===== src/hw/fpec_regs.svh =====
// fpec_regs.svh: offsets, bit positions, reset values and block map constants
// assumes: included by bare name ahead of modules that need the register map
`ifndef FPEC_REGS_SVH
`define FPEC_REGS_SVH

// APB byte offsets of the register words
`define FPEC_OFF_MODE 12'h000
`define FPEC_OFF_SETUP 12'h004
`define FPEC_OFF_EBHI 12'h008
`define FPEC_OFF_EBLO 12'h00C
`define FPEC_OFF_SYS 12'h010
`define FPEC_OFF_RAMER 12'h014

// mode control bits
`define FPEC_MC_PIN 7
`define FPEC_MC_SWE 6
`define FPEC_MC_EV 3
`define FPEC_MC_PV 2
`define FPEC_MC_E 1
`define FPEC_MC_P 0

// setup and error bits
`define FPEC_SE_ERR 7
`define FPEC_SE_ESU 1
`define FPEC_SE_PSU 0

// system control bits
`define FPEC_SYS_SEL 3
`define FPEC_RAMER_RAM_EMULATION_SELECT 2

// reset and fixed values
`define FPEC_BYTE_ZERO 8'h00
`define FPEC_WORD_ZERO 32'h00000000
`define FPEC_MODE_PIN_HI 8'h80
`define FPEC_BLOCKS 10
`define FPEC_BLK_ZERO 10'h000
`define FPEC_EBHI_MASK 8'h03

// flash byte address width and block base addresses
`define FPEC_FADDR_W 17
`define FPEC_BLK_BASES {17'h18000, 17'h10000, 17'h0E000, 17'h0C000, 17'h08000, \
                        17'h01000, 17'h00C00, 17'h00800, 17'h00400, 17'h00000}
`define FPEC_FLASH_END 17'h1FFFF

`endif


===== src/hw/fpec_pkg.sv =====
// fpec_pkg.sv: types shared by the flash program/erase control block
// assumes: compiled before the design modules
package fpec_pkg;

  // operating state reported to the flash array
  typedef enum logic [2:0] {
    FPEC_IDLE,
    FPEC_PROG,
    FPEC_ERASE,
    FPEC_PVERIFY,
    FPEC_EVERIFY
  } fpec_op_t;

endpackage


===== src/hw/fpec_block_decode.sv =====
// fpec_block_decode.sv: maps a flash byte address to its erase block
// assumes: combinational, used by the control block to gate erasure
`timescale 1ns/1ps
`default_nettype none
`include "fpec_regs.svh"

module fpec_block_decode
  import fpec_pkg::*;
(
  // address in
  input wire logic [`FPEC_FADDR_W-1:0] addr,
  // one-hot block out
  output logic [`FPEC_BLOCKS-1:0] block_hit
);

  localparam logic [`FPEC_BLOCKS*`FPEC_FADDR_W-1:0] BASES = `FPEC_BLK_BASES;

  // each block owns the range from its base to the next base; the last block runs to the flash end
  genvar g;
  generate
    for (g = 0; g < `FPEC_BLOCKS; g = g + 1) begin : g_blk
      if (g == `FPEC_BLOCKS - 1) begin : g_last
        assign block_hit[g] = (addr >= BASES[g*`FPEC_FADDR_W +: `FPEC_FADDR_W]) &&
                              (addr <= `FPEC_FLASH_END); // RULE_19
      end else begin : g_mid
        assign block_hit[g] = (addr >= BASES[g*`FPEC_FADDR_W +: `FPEC_FADDR_W]) &&
                              (addr < BASES[(g+1)*`FPEC_FADDR_W +: `FPEC_FADDR_W]); // RULE_19
      end
    end
  endgenerate

endmodule
`default_nettype wire


===== src/hw/fpec_ctrl.sv =====
// fpec_ctrl.sv: flash program/erase control registers on APB
// assumes: one clock pclk, async active-low presetn, pins synchronous to pclk
//
// Operation
// RULE_01: verify modes may be entered once write enable set with pin high.
// RULE_02: program needs write enable, then program setup, then program start.
// RULE_03: erase needs write enable, then erase setup, then erase start.
// RULE_04: mode register reset by reset and standbys; reads 80 or 00 per pin.
// RULE_05: with flash disabled all registers read zero and ignore writes; code still reads and writes the system control and ramer registers.
// RULE_06: enable needs pin; verify needs enable; starts need their setup bit.
// RULE_07: mode bit 7 is read-only mirror of the protect pin.
// RULE_08: mode bit 6 is software write enable, reset to zero.
// RULE_09: software sets write enable first and never clears it together.
// RULE_10: mode bits 5 and 4 always read zero.
// RULE_11: bits 3..0 request erase-verify, program-verify, erase, program.
// RULE_12: software sets at most one control bit per write.
// RULE_13: setup register resets; setup bits also clear in standby and protect.
// RULE_14: setup bit 7 is read-only error flag, cleared only by reset; code also clears it in hardware standby.
// RULE_15: setup bits 6..2 read zero; setup bits need pin and enable.
// RULE_16: software sets setup before the matching start bit.
// RULE_17: block bits 9,8 in high register low bits; 7..0 in low register.
// RULE_18: block registers clear on reset, standby, pin low, or enable low.
// RULE_19: a set block bit makes only that block erasable.
// RULE_20: software selects one block at a time and erases in sequence.
// RULE_21: a gated bit write refused leaves that bit, others still update.
// RULE_22: flash registers reachable only while register select is one.
// RULE_23: while RAM emulation is selected every block is protected.
`timescale 1ns/1ps
`default_nettype none
`include "fpec_regs.svh"

module fpec_ctrl
  import fpec_pkg::*;
(
  // apb clock and reset
  input wire logic pclk,
  input wire logic presetn,
  // apb slave
  input wire logic psel,
  input wire logic penable,
  input wire logic pwrite,
  input wire logic [11:0] paddr,
  input wire logic [31:0] pwdata,
  input wire logic [3:0] pstrb,
  output logic [31:0] prdata,
  output logic pready,
  output logic pslverr,
  // device pins and status
  input wire logic hw_write_protect_pin,
  input wire logic flash_disabled,
  input wire logic hw_standby,
  input wire logic sw_standby,
  input wire logic error_event,
  // flash array side
  input wire logic [`FPEC_FADDR_W-1:0] flash_addr,
  output fpec_op_t flash_op,
  output logic erase_allowed,
  output logic program_allowed,
  output logic error_protect
);

  // ----------------------------------------------------------------
  // state
  // ----------------------------------------------------------------
  logic swe_q;
  logic [3:0] mode_q; // ev, pv, e, p
  logic esu_q;
  logic psu_q;
  logic err_q;
  logic [`FPEC_BLOCKS-1:0] blk_q;
  logic sel_q;
  logic ram_emulation_select_q;
  logic [`FPEC_BLOCKS-1:0] blk_hit;
  fpec_op_t op_d;
  fpec_op_t op_q;

  // ----------------------------------------------------------------
  // bus decode
  // ----------------------------------------------------------------
  logic wr_en;
  logic rd_en;
  logic hit_mode;
  logic hit_setup;
  logic hit_ebhi;
  logic hit_eblo;
  logic hit_sys;
  logic hit_ramer;
  logic flash_hit;
  logic [7:0] wb;

  // zero-wait slave
  assign pready = 1'b1;
  assign wr_en = psel & penable & pwrite & pstrb[0];
  assign rd_en = psel & penable & ~pwrite;
  assign wb = pwdata[7:0];

  always_comb begin
    hit_mode = 1'b0;
    hit_setup = 1'b0;
    hit_ebhi = 1'b0;
    hit_eblo = 1'b0;
    hit_sys = 1'b0;
    hit_ramer = 1'b0;
    if (paddr == `FPEC_OFF_MODE) begin
      hit_mode = 1'b1;
    end else if (paddr == `FPEC_OFF_SETUP) begin
      hit_setup = 1'b1;
    end else if (paddr == `FPEC_OFF_EBHI) begin
      hit_ebhi = 1'b1;
    end else if (paddr == `FPEC_OFF_EBLO) begin
      hit_eblo = 1'b1;
    end else if (paddr == `FPEC_OFF_SYS) begin
      hit_sys = 1'b1;
    end else if (paddr == `FPEC_OFF_RAMER) begin
      hit_ramer = 1'b1;
    end
  end

  // flash registers error without select; unmapped offsets always error
  assign flash_hit = hit_mode | hit_setup | hit_ebhi | hit_eblo;
  assign pslverr = psel & penable & ((flash_hit & ~sel_q) |
                   ~(flash_hit | hit_sys | hit_ramer)); // RULE_22

  // write strobes per register, refused while deselected or disabled
  logic wr_mode;
  logic wr_setup;
  logic wr_ebhi;
  logic wr_eblo;
  assign wr_mode = wr_en & hit_mode & sel_q & ~flash_disabled; // RULE_05 RULE_22
  assign wr_setup = wr_en & hit_setup & sel_q & ~flash_disabled; // RULE_05 RULE_22
  assign wr_ebhi = wr_en & hit_ebhi & sel_q & ~flash_disabled; // RULE_05 RULE_22
  assign wr_eblo = wr_en & hit_eblo & sel_q & ~flash_disabled; // RULE_05 RULE_22

  // common reinitialisation: hardware or software standby
  logic standby;
  assign standby = hw_standby | sw_standby;

  // ----------------------------------------------------------------
  // system control and emulation select
  // ----------------------------------------------------------------
  // register select and ram emulation, reset by hardware standby
  always_ff @(posedge pclk or negedge presetn) begin
    if (!presetn) begin
      sel_q <= 1'b0;
      ram_emulation_select_q <= 1'b0;
    end else if (hw_standby) begin
      sel_q <= 1'b0;
      ram_emulation_select_q <= 1'b0;
    end else begin
      if (wr_en && hit_sys) begin
        sel_q <= wb[`FPEC_SYS_SEL];
      end
      if (wr_en && hit_ramer) begin
        ram_emulation_select_q <= wb[`FPEC_RAMER_RAM_EMULATION_SELECT];
      end
    end
  end

  // ----------------------------------------------------------------
  // mode control register
  // ----------------------------------------------------------------
  // write enable gated by pin; cleared by reset and standby
  always_ff @(posedge pclk or negedge presetn) begin
    if (!presetn) begin
      swe_q <= 1'b0; // RULE_08
    end else if (standby) begin
      swe_q <= 1'b0; // RULE_04
    end else if (wr_mode && hw_write_protect_pin) begin
      swe_q <= wb[`FPEC_MC_SWE]; // RULE_06 RULE_21
    end
  end

  // mode bits; erase and program each with its own setting condition
  always_ff @(posedge pclk or negedge presetn) begin
    if (!presetn) begin
      mode_q <= 4'h0; // RULE_11
    end else if (standby || !hw_write_protect_pin || !swe_q) begin
      mode_q <= 4'h0; // RULE_04
    end else if (wr_mode) begin
      mode_q[3] <= wb[`FPEC_MC_EV]; // RULE_01 RULE_06
      mode_q[2] <= wb[`FPEC_MC_PV]; // RULE_01 RULE_06
      if (esu_q || !wb[`FPEC_MC_E]) begin
        mode_q[1] <= wb[`FPEC_MC_E]; // RULE_03 RULE_06 RULE_21
      end
      if (psu_q || !wb[`FPEC_MC_P]) begin
        mode_q[0] <= wb[`FPEC_MC_P]; // RULE_02 RULE_06 RULE_21
      end
    end
  end

  // ----------------------------------------------------------------
  // setup and error register
  // ----------------------------------------------------------------
  // setup bits clear in standby and in hardware/software protect
  always_ff @(posedge pclk or negedge presetn) begin
    if (!presetn) begin
      esu_q <= 1'b0;
      psu_q <= 1'b0;
    end else if (standby || !hw_write_protect_pin || !swe_q) begin
      esu_q <= 1'b0; // RULE_13
      psu_q <= 1'b0; // RULE_13
    end else if (wr_setup) begin
      esu_q <= wb[`FPEC_SE_ESU]; // RULE_15
      psu_q <= wb[`FPEC_SE_PSU]; // RULE_15
    end
  end

  // error flag, sticky until reset or hardware standby
  always_ff @(posedge pclk or negedge presetn) begin
    if (!presetn) begin
      err_q <= 1'b0;
    end else if (hw_standby) begin
      err_q <= 1'b0; // RULE_14
    end else if (error_event && op_q != FPEC_IDLE) begin
      err_q <= 1'b1; // RULE_14
    end
  end

  // ----------------------------------------------------------------
  // erase block registers
  // ----------------------------------------------------------------
  always_ff @(posedge pclk or negedge presetn) begin
    if (!presetn) begin
      blk_q <= `FPEC_BLK_ZERO;
    end else if (standby || !hw_write_protect_pin || !swe_q) begin
      blk_q <= `FPEC_BLK_ZERO; // RULE_18
    end else begin
      if (wr_ebhi) begin
        blk_q[9:8] <= wb[1:0]; // RULE_17
      end
      if (wr_eblo) begin
        blk_q[7:0] <= wb; // RULE_17
      end
    end
  end

  // ----------------------------------------------------------------
  // operation state toward the array
  // ----------------------------------------------------------------
  fpec_block_decode u_decode (
    .addr(flash_addr),
    .block_hit(blk_hit)
  );

  // program wins over verify when both requested
  always_comb begin
    op_d = FPEC_IDLE;
    if (mode_q[0]) begin
      op_d = FPEC_PROG; // RULE_02
    end else if (mode_q[1]) begin
      op_d = FPEC_ERASE; // RULE_03
    end else if (mode_q[2]) begin
      op_d = FPEC_PVERIFY; // RULE_01
    end else if (mode_q[3]) begin
      op_d = FPEC_EVERIFY; // RULE_01
    end
  end

  always_ff @(posedge pclk or negedge presetn) begin
    if (!presetn) begin
      op_q <= FPEC_IDLE;
    end else begin
      op_q <= op_d;
    end
  end

  assign flash_op = op_q;
  assign error_protect = err_q;
  assign program_allowed = (op_q == FPEC_PROG) & ~err_q & ~ram_emulation_select_q; // RULE_23
  assign erase_allowed = (op_q == FPEC_ERASE) & ~err_q & ~ram_emulation_select_q &
                         |(blk_hit & blk_q); // RULE_19 RULE_23

  // ----------------------------------------------------------------
  // read data
  // ----------------------------------------------------------------
  logic [7:0] rb;
  always_comb begin
    rb = `FPEC_BYTE_ZERO;
    if (hit_sys) begin
      rb[`FPEC_SYS_SEL] = sel_q;
    end else if (hit_ramer) begin
      rb[`FPEC_RAMER_RAM_EMULATION_SELECT] = ram_emulation_select_q;
    end else if (flash_disabled || !sel_q) begin
      rb = `FPEC_BYTE_ZERO; // RULE_05
    end else if (hit_mode) begin
      rb = {hw_write_protect_pin, swe_q, 2'b00, mode_q}; // RULE_07 RULE_10
    end else if (hit_setup) begin
      rb = {err_q, 5'h00, esu_q, psu_q}; // RULE_14 RULE_15
    end else if (hit_ebhi) begin
      rb = {6'h00, blk_q[9:8]}; // RULE_17
    end else if (hit_eblo) begin
      rb = blk_q[7:0]; // RULE_17
    end
  end

  always_ff @(posedge pclk or negedge presetn) begin
    if (!presetn) begin
      prdata <= `FPEC_WORD_ZERO;
    end else if (psel && !penable && !pwrite) begin
      prdata <= {24'h000000, rb};
    end
  end

  // ----------------------------------------------------------------
  // checks
  // ----------------------------------------------------------------
  a_pin_mirror: assert property (@(posedge pclk) disable iff (!presetn) // RULE_07
    rd_en && hit_mode && sel_q && !flash_disabled && $stable(hw_write_protect_pin)
    |-> prdata[7] == hw_write_protect_pin) else $error("pin mirror wrong");
  a_swe_needs_pin: assert property (@(posedge pclk) disable iff (!presetn) // RULE_06
    $rose(swe_q) |-> $past(hw_write_protect_pin)) else $error("swe set without pin");
  a_prog_order: assert property (@(posedge pclk) disable iff (!presetn) // RULE_02
    $rose(mode_q[0]) |-> $past(psu_q) && $past(swe_q)) else $error("program without setup");
  a_erase_order: assert property (@(posedge pclk) disable iff (!presetn) // RULE_03
    $rose(mode_q[1]) |-> $past(esu_q) && $past(swe_q)) else $error("erase without setup");
  a_verify_swe: assert property (@(posedge pclk) disable iff (!presetn) // RULE_01
    $rose(mode_q[3]) || $rose(mode_q[2]) |-> $past(swe_q)) else $error("verify without swe");
  a_err_sticky: assert property (@(posedge pclk) disable iff (!presetn) // RULE_14
    err_q && !hw_standby |=> err_q) else $error("error flag lost");
  a_blk_clear: assert property (@(posedge pclk) disable iff (!presetn) // RULE_18
    !swe_q |=> blk_q == `FPEC_BLK_ZERO) else $error("blocks not cleared");
  a_disabled_rd: assert property (@(posedge pclk) disable iff (!presetn) // RULE_05
    psel && !penable && !pwrite && flash_hit && flash_disabled |=> prdata == `FPEC_WORD_ZERO)
    else $error("disabled read not zero");
  a_ram_emulation_select_protect: assert property (@(posedge pclk) disable iff (!presetn) // RULE_23
    ram_emulation_select_q |-> !erase_allowed && !program_allowed) else $error("emulation not protected");
  a_setup_clear: assert property (@(posedge pclk) disable iff (!presetn) // RULE_13
    !hw_write_protect_pin |=> !esu_q && !psu_q) else $error("setup not cleared");

  // refusal, standby, error-set and pin-low block clear checks
  a_sel_refuse: assert property (@(posedge pclk) disable iff (!presetn) // RULE_22
    wr_en && hit_mode && !sel_q && !standby |=> $stable(swe_q))
    else $error("deselected write taken");
  a_swe_standby: assert property (@(posedge pclk) disable iff (!presetn) // RULE_04
    standby |=> !swe_q && mode_q == 4'h0) else $error("standby left mode set");
  a_err_set: assert property (@(posedge pclk) disable iff (!presetn) // RULE_14
    error_event && op_q != FPEC_IDLE && !hw_standby |=> err_q) else $error("error flag not set");
  a_blk_pin: assert property (@(posedge pclk) disable iff (!presetn) // RULE_18
    !hw_write_protect_pin |=> blk_q == `FPEC_BLK_ZERO) else $error("blocks kept with pin low");

endmodule
`default_nettype wire


===== config.mk =====
export PLATFORM = sky130hd
export DESIGN_NAME = fpec_ctrl
export DESIGN_NICKNAME = d
export VERILOG_FILES = /design/src/hw/fpec_pkg.sv /design/src/hw/fpec_block_decode.sv /design/src/hw/fpec_ctrl.sv
export VERILOG_INCLUDE_DIRS = /design/src /design/src/hw
export SDC_FILE = /design/constraint.sdc
export NUM_CORES = 1
export LEC_CHECK = 0
export CAP_MARGIN = 10
export CORE_MARGIN = 2
export CORE_UTILIZATION = 28
export DETAILED_ROUTE_END_ITERATION = 12
export DONT_BUFFER_PORTS = 1
export PLACE_DENSITY = 0.45
export SLEW_MARGIN = 30
export SYNTH_ARGS = -nofsm -noshare
export SYNTH_HDL_FRONTEND = slang
export SYNTH_SLANG_ARGS = --single-unit

===== constraint.sdc =====
create_clock -name pclk -period 3.9 [get_ports pclk]
set_input_delay 0.195 -clock pclk [delete_from_list [all_inputs] [get_ports pclk]]
set_output_delay 0.195 -clock pclk [all_outputs]
set_load 0.01 [all_outputs]

# --- After elaboration in Yosys (flattened, before gate mapping) ---
# Cells that the tools add are included.
totals:
  reg_bits: 31
  elab_cells: 173
op_classes:
  bitwise_logic: 35
  n_eq_ne: 7
  n_mux: 55
  n_lt_le_gt_ge: 20
  n_reduce_logical: 43
ops:
  columns: ["cell", "count"]
  rows:
  - ["$ge 17x16->1 const B", 3]
  - ["$lt 17x16->1 const B", 3]
  - ["$mux 8", 6]
  - ["$mux 1", 37]
  - ["$ge 17x12->1 const B", 2]
  - ["$ge 17x17->1 const B", 2]
  - ["$lt 17x12->1 const B", 2]
  - ["$lt 17x17->1 const B", 2]
  - ["$eq 12x4->1 const B", 2]
  - ["$eq 12x5->1 const B", 2]
  - ["$and 1x1->1", 22]
  - ["$reduce_bool 2->1", 10]
  - ["$ge 17x1->1 const B", 1]
  - ["$ge 17x11->1 const B", 1]
  - ["$ge 17x13->1 const B", 1]
  - ["$le 17x17->1 const B", 1]
  - ["$lt 17x11->1 const B", 1]
  - ["$lt 17x13->1 const B", 1]
  - ["$logic_and 1x1->1", 16]
  - ["$mux 3", 5]
  - ["$eq 12x3->1 const B", 1]
  - ["$logic_not 12->1", 1]
  - ["$mux 4", 3]
  - ["$and 10x10->10", 1]
  - ["12 further kinds", 34]

# --- Logic depth before layout (Yosys ltp) ---
depth:
  depth_word: 12
  mapped_depth: 6

# --- Hierarchy ---
# A second synthesis with hierarchy kept.
unflattened:
  cells_unflattened: 216
  area_unflattened_um2: 1989.4
modules_own_cells:
  columns: ["module", "n_inst", "seq_area_each_um2", "area_each_um2", "cells_each"]
  rows:
  - ["fpec_ctrl", 1, 775.7, 1869.3, 203]
  - ["fpec_block_decode", 1, 0.0, 120.1, 13]

# --- Worst setup path before layout ---
# Ideal clock, no wire load.
synth_path:
  path_kind: "input to register"
  start: "in paddr[9]"
  end: "reg blk_q[0]"
  path_slack_ns: 1.992
  cell_stages: 6
  arrival_ns: 1.778
  required_time_ns: 3.770
  n_path_buf: 2
  cell_sequence: "or4_4 -> or4_4 -> buf_6 -> clkbuf_1 -> o211ai_1 -> o21ai_0"
synth_between:
  elab_chain_cells: 9
  word_cells_on_any_way: 12
synth_lines:
  columns: ["element", "line_no", "rtl"]
  rows:
  - ["start: declaration", "fpec_ctrl.sv:42", "input wire logic [11:0] paddr,"]
  - ["$eq 12x4->1 (no line)", null, null]
  - ["$mux 1", "fpec_ctrl.sv:110", "end else if (paddr == `FPEC_OFF_EBLO) begin"]
  - ["$mux 1", "fpec_ctrl.sv:108", "end else if (paddr == `FPEC_OFF_EBHI) begin"]
  - ["$mux 1", "fpec_ctrl.sv:106", "end else if (paddr == `FPEC_OFF_SETUP) begin"]
  - ["$mux 1 *", "fpec_ctrl.sv:104", "if (paddr == `FPEC_OFF_MODE) begin"]
  - ["$and 1x1->1 * (3 in a row)", "fpec_ctrl.sv:132", "assign wr_eblo = wr_en & hit_eblo & sel_q & ~flash_disabled;"]
  - ["$reduce_bool 2->1 (no line) *", null, null]
  - ["end signal: assignment", "fpec_ctrl.sv:224", "blk_q <= `FPEC_BLK_ZERO;"]
  - ["end signal: assignment", "fpec_ctrl.sv:226", "blk_q <= `FPEC_BLK_ZERO;"]
  - ["end signal: assignment", "fpec_ctrl.sv:232", "blk_q[7:0] <= wb;"]
  - ["end: declaration", "fpec_ctrl.sv:70", "logic [`FPEC_BLOCKS-1:0] blk_q;"]
# Every way passes the cells marked *; elsewhere a longest branch is shown, timed or not.
# A chain may end at the register's enable or synchronous reset.

# --- Final worst setup path ---
layout_path:
  start: "reg sel_q"
  end: "reg blk_q[6]"
layout_between:
  elab_chain_cells: 3
layout_lines:
  columns: ["element", "line_no", "rtl"]
  rows:
  - ["start: declaration", "fpec_ctrl.sv:71", "logic sel_q;"]
  - ["start signal: assignment", "fpec_ctrl.sv:151", "sel_q <= wb[`FPEC_SYS_SEL];"]
  - ["$and 1x1->1 (2 in a row)", "fpec_ctrl.sv:132", null]
  - ["$reduce_bool 2->1 (no line)", null, null]
# Every way passes these cells.

==> results.yml <==
worst_setup_path:
  critPathKind: "reg -> reg"
  endpoint_kind: "flip-flop"
  arrival_ps: 2340
  reg2reg_to: "blk_q[6]"
  cp.required_ps: 4070
  regToRegSetupSlack_ps: 1730
  worstRegToRegCells: 4
  cp-start-kind: "flip-flop"
  crit_fanout: 4
  r2r_start: "sel_q"
finish:
  area_growth_pct: 5.46
  post-route-util_pct: 30.0
  nNetsFinal: 277
  mostFrequentLayoutCell: "dfrtp_1"
  layout-drive-gt1-share_pct: 10.8
  mostFrequentLayoutCells: "dfrtp_1, conb_1, nand2_1, o21ai_0, a21oi_1"
  num_antenna_cells: 0
  fill_cells: 717
die:
  initial_utilization_pct: 28.5
  boundaryPins: 115
  rows: 30
  dieHeight_um: 86.4
  core-area_um2: 6680
  dieArea_um2: 7470
  die_x_um: 86.4
yosys:
  async_flop_share_pct: 100
  synth_edf_count: 0
  yosys_warnings: 0
  synth-seq-area-share_pct: 40.8
  syn_area_um2: 1900
  post_synth.cell_area_avg_um2: 9.37
  synth_cell_types: 47
  yosys.area.top_type_share_pct: 40.8
  synth_top_area_cell: "dfrtp_1"
  synth_ff_type: "dfrtp_1"
  synth_seq_cells: 31
  syn_inst: 203
  yosys-top-cells-area: "dfrtp_1, buf_4, mux2i_1"
routing:
  ant_nets: 0
  wl_um: 4990
  viasPerCell: 5.21
  drc: 0
  vias: 1474
  drtPass1Iterations: 4
  routedWlPerCell_um: 17.6
  drt_iter0_drc: 104
clocking:
  cts_buffer_depth: 2
  htree_num_levels: 2
  clkSinkCount: 31
  root_buffer: "clkbuf_8"
  cts_tree: "yes"
  insertion_delay_ps: 290
  cts_buffers: 5
  clk_pin_slew_ps: 70
  cts_setup_buffers: 0
  cts_resized: 0
status:
  status: "completed"
grt:
  first_global_vias: 1391
  grt_util_met3_pct: 4.76
  antenna_found_initial: 0
  overflow: 0
  grt_pass1_wl_um: 7780
  grt_start_max_net_pins: 32
  grtUsageMet1_pct: 18.9
  grt_use_total_pct: 13.9
  top_usage_layer: "met2"
  grtUsageMet2_pct: 20.6
hold_path:
  hold_depth: 2
  worstHoldStart: "pwdata[3]"
  worst_hold_path.endpoint: "sel_q"
  hold_class: "in -> reg"
placed_design:
  place_ws_ps: 1750
  dp_hpwl_um: 3770
  port_buffers: 0
  routabilityCongestion: 0.799
power:
  swShare_pct: 24.0
  comb_power_share_pct: 6.6
  power.internal_mw: 0.494
  clockPowerShare_pct: 43.9
  power_density_nw_per_um2: 324
  irDropWorstVdd_uv: 111
  pwr-share-seq_pct: 49.5
  power.total_mw: 0.650
  leakagePower_nw: 0.801
  power.switching_mw: 0.156
timing:
  hold_viol: 0
  holdWs_ps: 49.9
  finalClockSkew_ps: 9.38
  setup_viol: 0
  finalCritPeriodShare_pct: 55.7
  slew_headroom_pct: 46.9
  fin_ws_ps: 1730
  fin_crit_ps: 2170
  tns_ps: 0
  fmax_mhz: 460
  worstMarginPinSlew_ps: 789
  rsz0062_at_grt: "no"
  final_max_slew_viol_count: 0
run:
  cap_violations: 0
==> metrics by stage <==
step                      std cells  area [um2]
after floorplan                 226        1990
after detailed placement        272        1870
after global placement          272        1860
after global routing            283        2010
final                           283        2010
after CTS                       283        2010
==> cell usage after synthesis (all sizes together), types with 3 or more instances <==
| cell | count |
|---|---|
| dfrtp | 31 |
| buf | 26 |
| o21ai | 14 |
| nand2 | 13 |
| a21oi | 12 |
| nand4 | 10 |
| nor2 | 10 |
| clkbuf | 8 |
| mux2i | 8 |
| nor3 | 8 |
| inv | 6 |
| nor4 | 4 |
| or3 | 4 |
| a22oi | 3 |
| a31o | 3 |
| a32o | 3 |
| nand3 | 3 |
| or2 | 3 |
| or4 | 3 |
==> layout make-up <==
| type | count | area, um2 | share of cell area [%] |
|---|---|---|---|
| Tap cell | 80 | 100 | 4.99 |
| Multi-Input combinational cell | 155 | 967 | 48.2 |
| Timing Repair Buffer | 3 | 40.0 | 2.00 |
| Clock buffer | 8 | 100 | 4.99 |
| Inverter | 6 | 22.5 | 1.12 |
| Sequential cell | 31 | 776 | 38.7 |
==> power by group through the flow <==
stage               sequential, mW  clock [mW]  combinational [mW]
floorplan                    0.328           0              0.0493
global placement             0.328           0              0.0318
detailed placement           0.328           0              0.0319
CTS                          0.321       0.292              0.0431
global route                 0.321       0.306              0.0483
finish                       0.321       0.285              0.0430
==> worst max-delay path: stages (launching register included) <==
cell and delay [ps]:
dfrtp_1 340, or3b_2 500, nor4_1 620, nand3_1 270, a31o_2 320
==> state kept, by name, summed over array words and instances, names as in the netlist <==
name and count:
psu_q 1, flash_op 3, prdata 8, ram_emulation_select_q 1, blk_q 10, mode_q 4, sel_q 1, swe_q 1
error_protect 1, esu_q 1
==> metal layers <==
layer  vias to the layer above  wire length (um)
met2                        43              2350
li1                        701                 -
met3                         8               280
met1                       722              2250
met5                         -                 0
met4                         0               102
==> cells by family (layout without fill, tap and decap cells) <==
kind of cell / Yosys count / after routing / synth area share [%]
DFF: 31 / 31 / 40.8
and+or+nand+nor: 71 / 71 / 22.0
AOI/OAI and AO/OA: 49 / 49 / 17.0
buffers and inverters: 40 / 17 / 13.2
other: 2 / 25 / 0.395
muxes: 10 / 10 / 6.58
==> worst max-delay path by stage <==
stage	start	endpoint	slack, ps	depth (start not counted)
floorplan	paddr[9]	blk_q[0]	1990	6
global placement	sel_q	blk_q[6]	1730	4
detailed placement	sel_q	blk_q[6]	1750	4
CTS	sel_q	blk_q[6]	1720	4
global route	sel_q	blk_q[6]	1620	4
finish	sel_q	blk_q[6]	1730	4
==> timing repair <==
item,in CTS,in global routing
endpoints found under the hold margin,34,0
hold buffers,3,0
endpoints found under the setup margin,0,0
No activity file was read; power rests on OpenSTA's default activity.
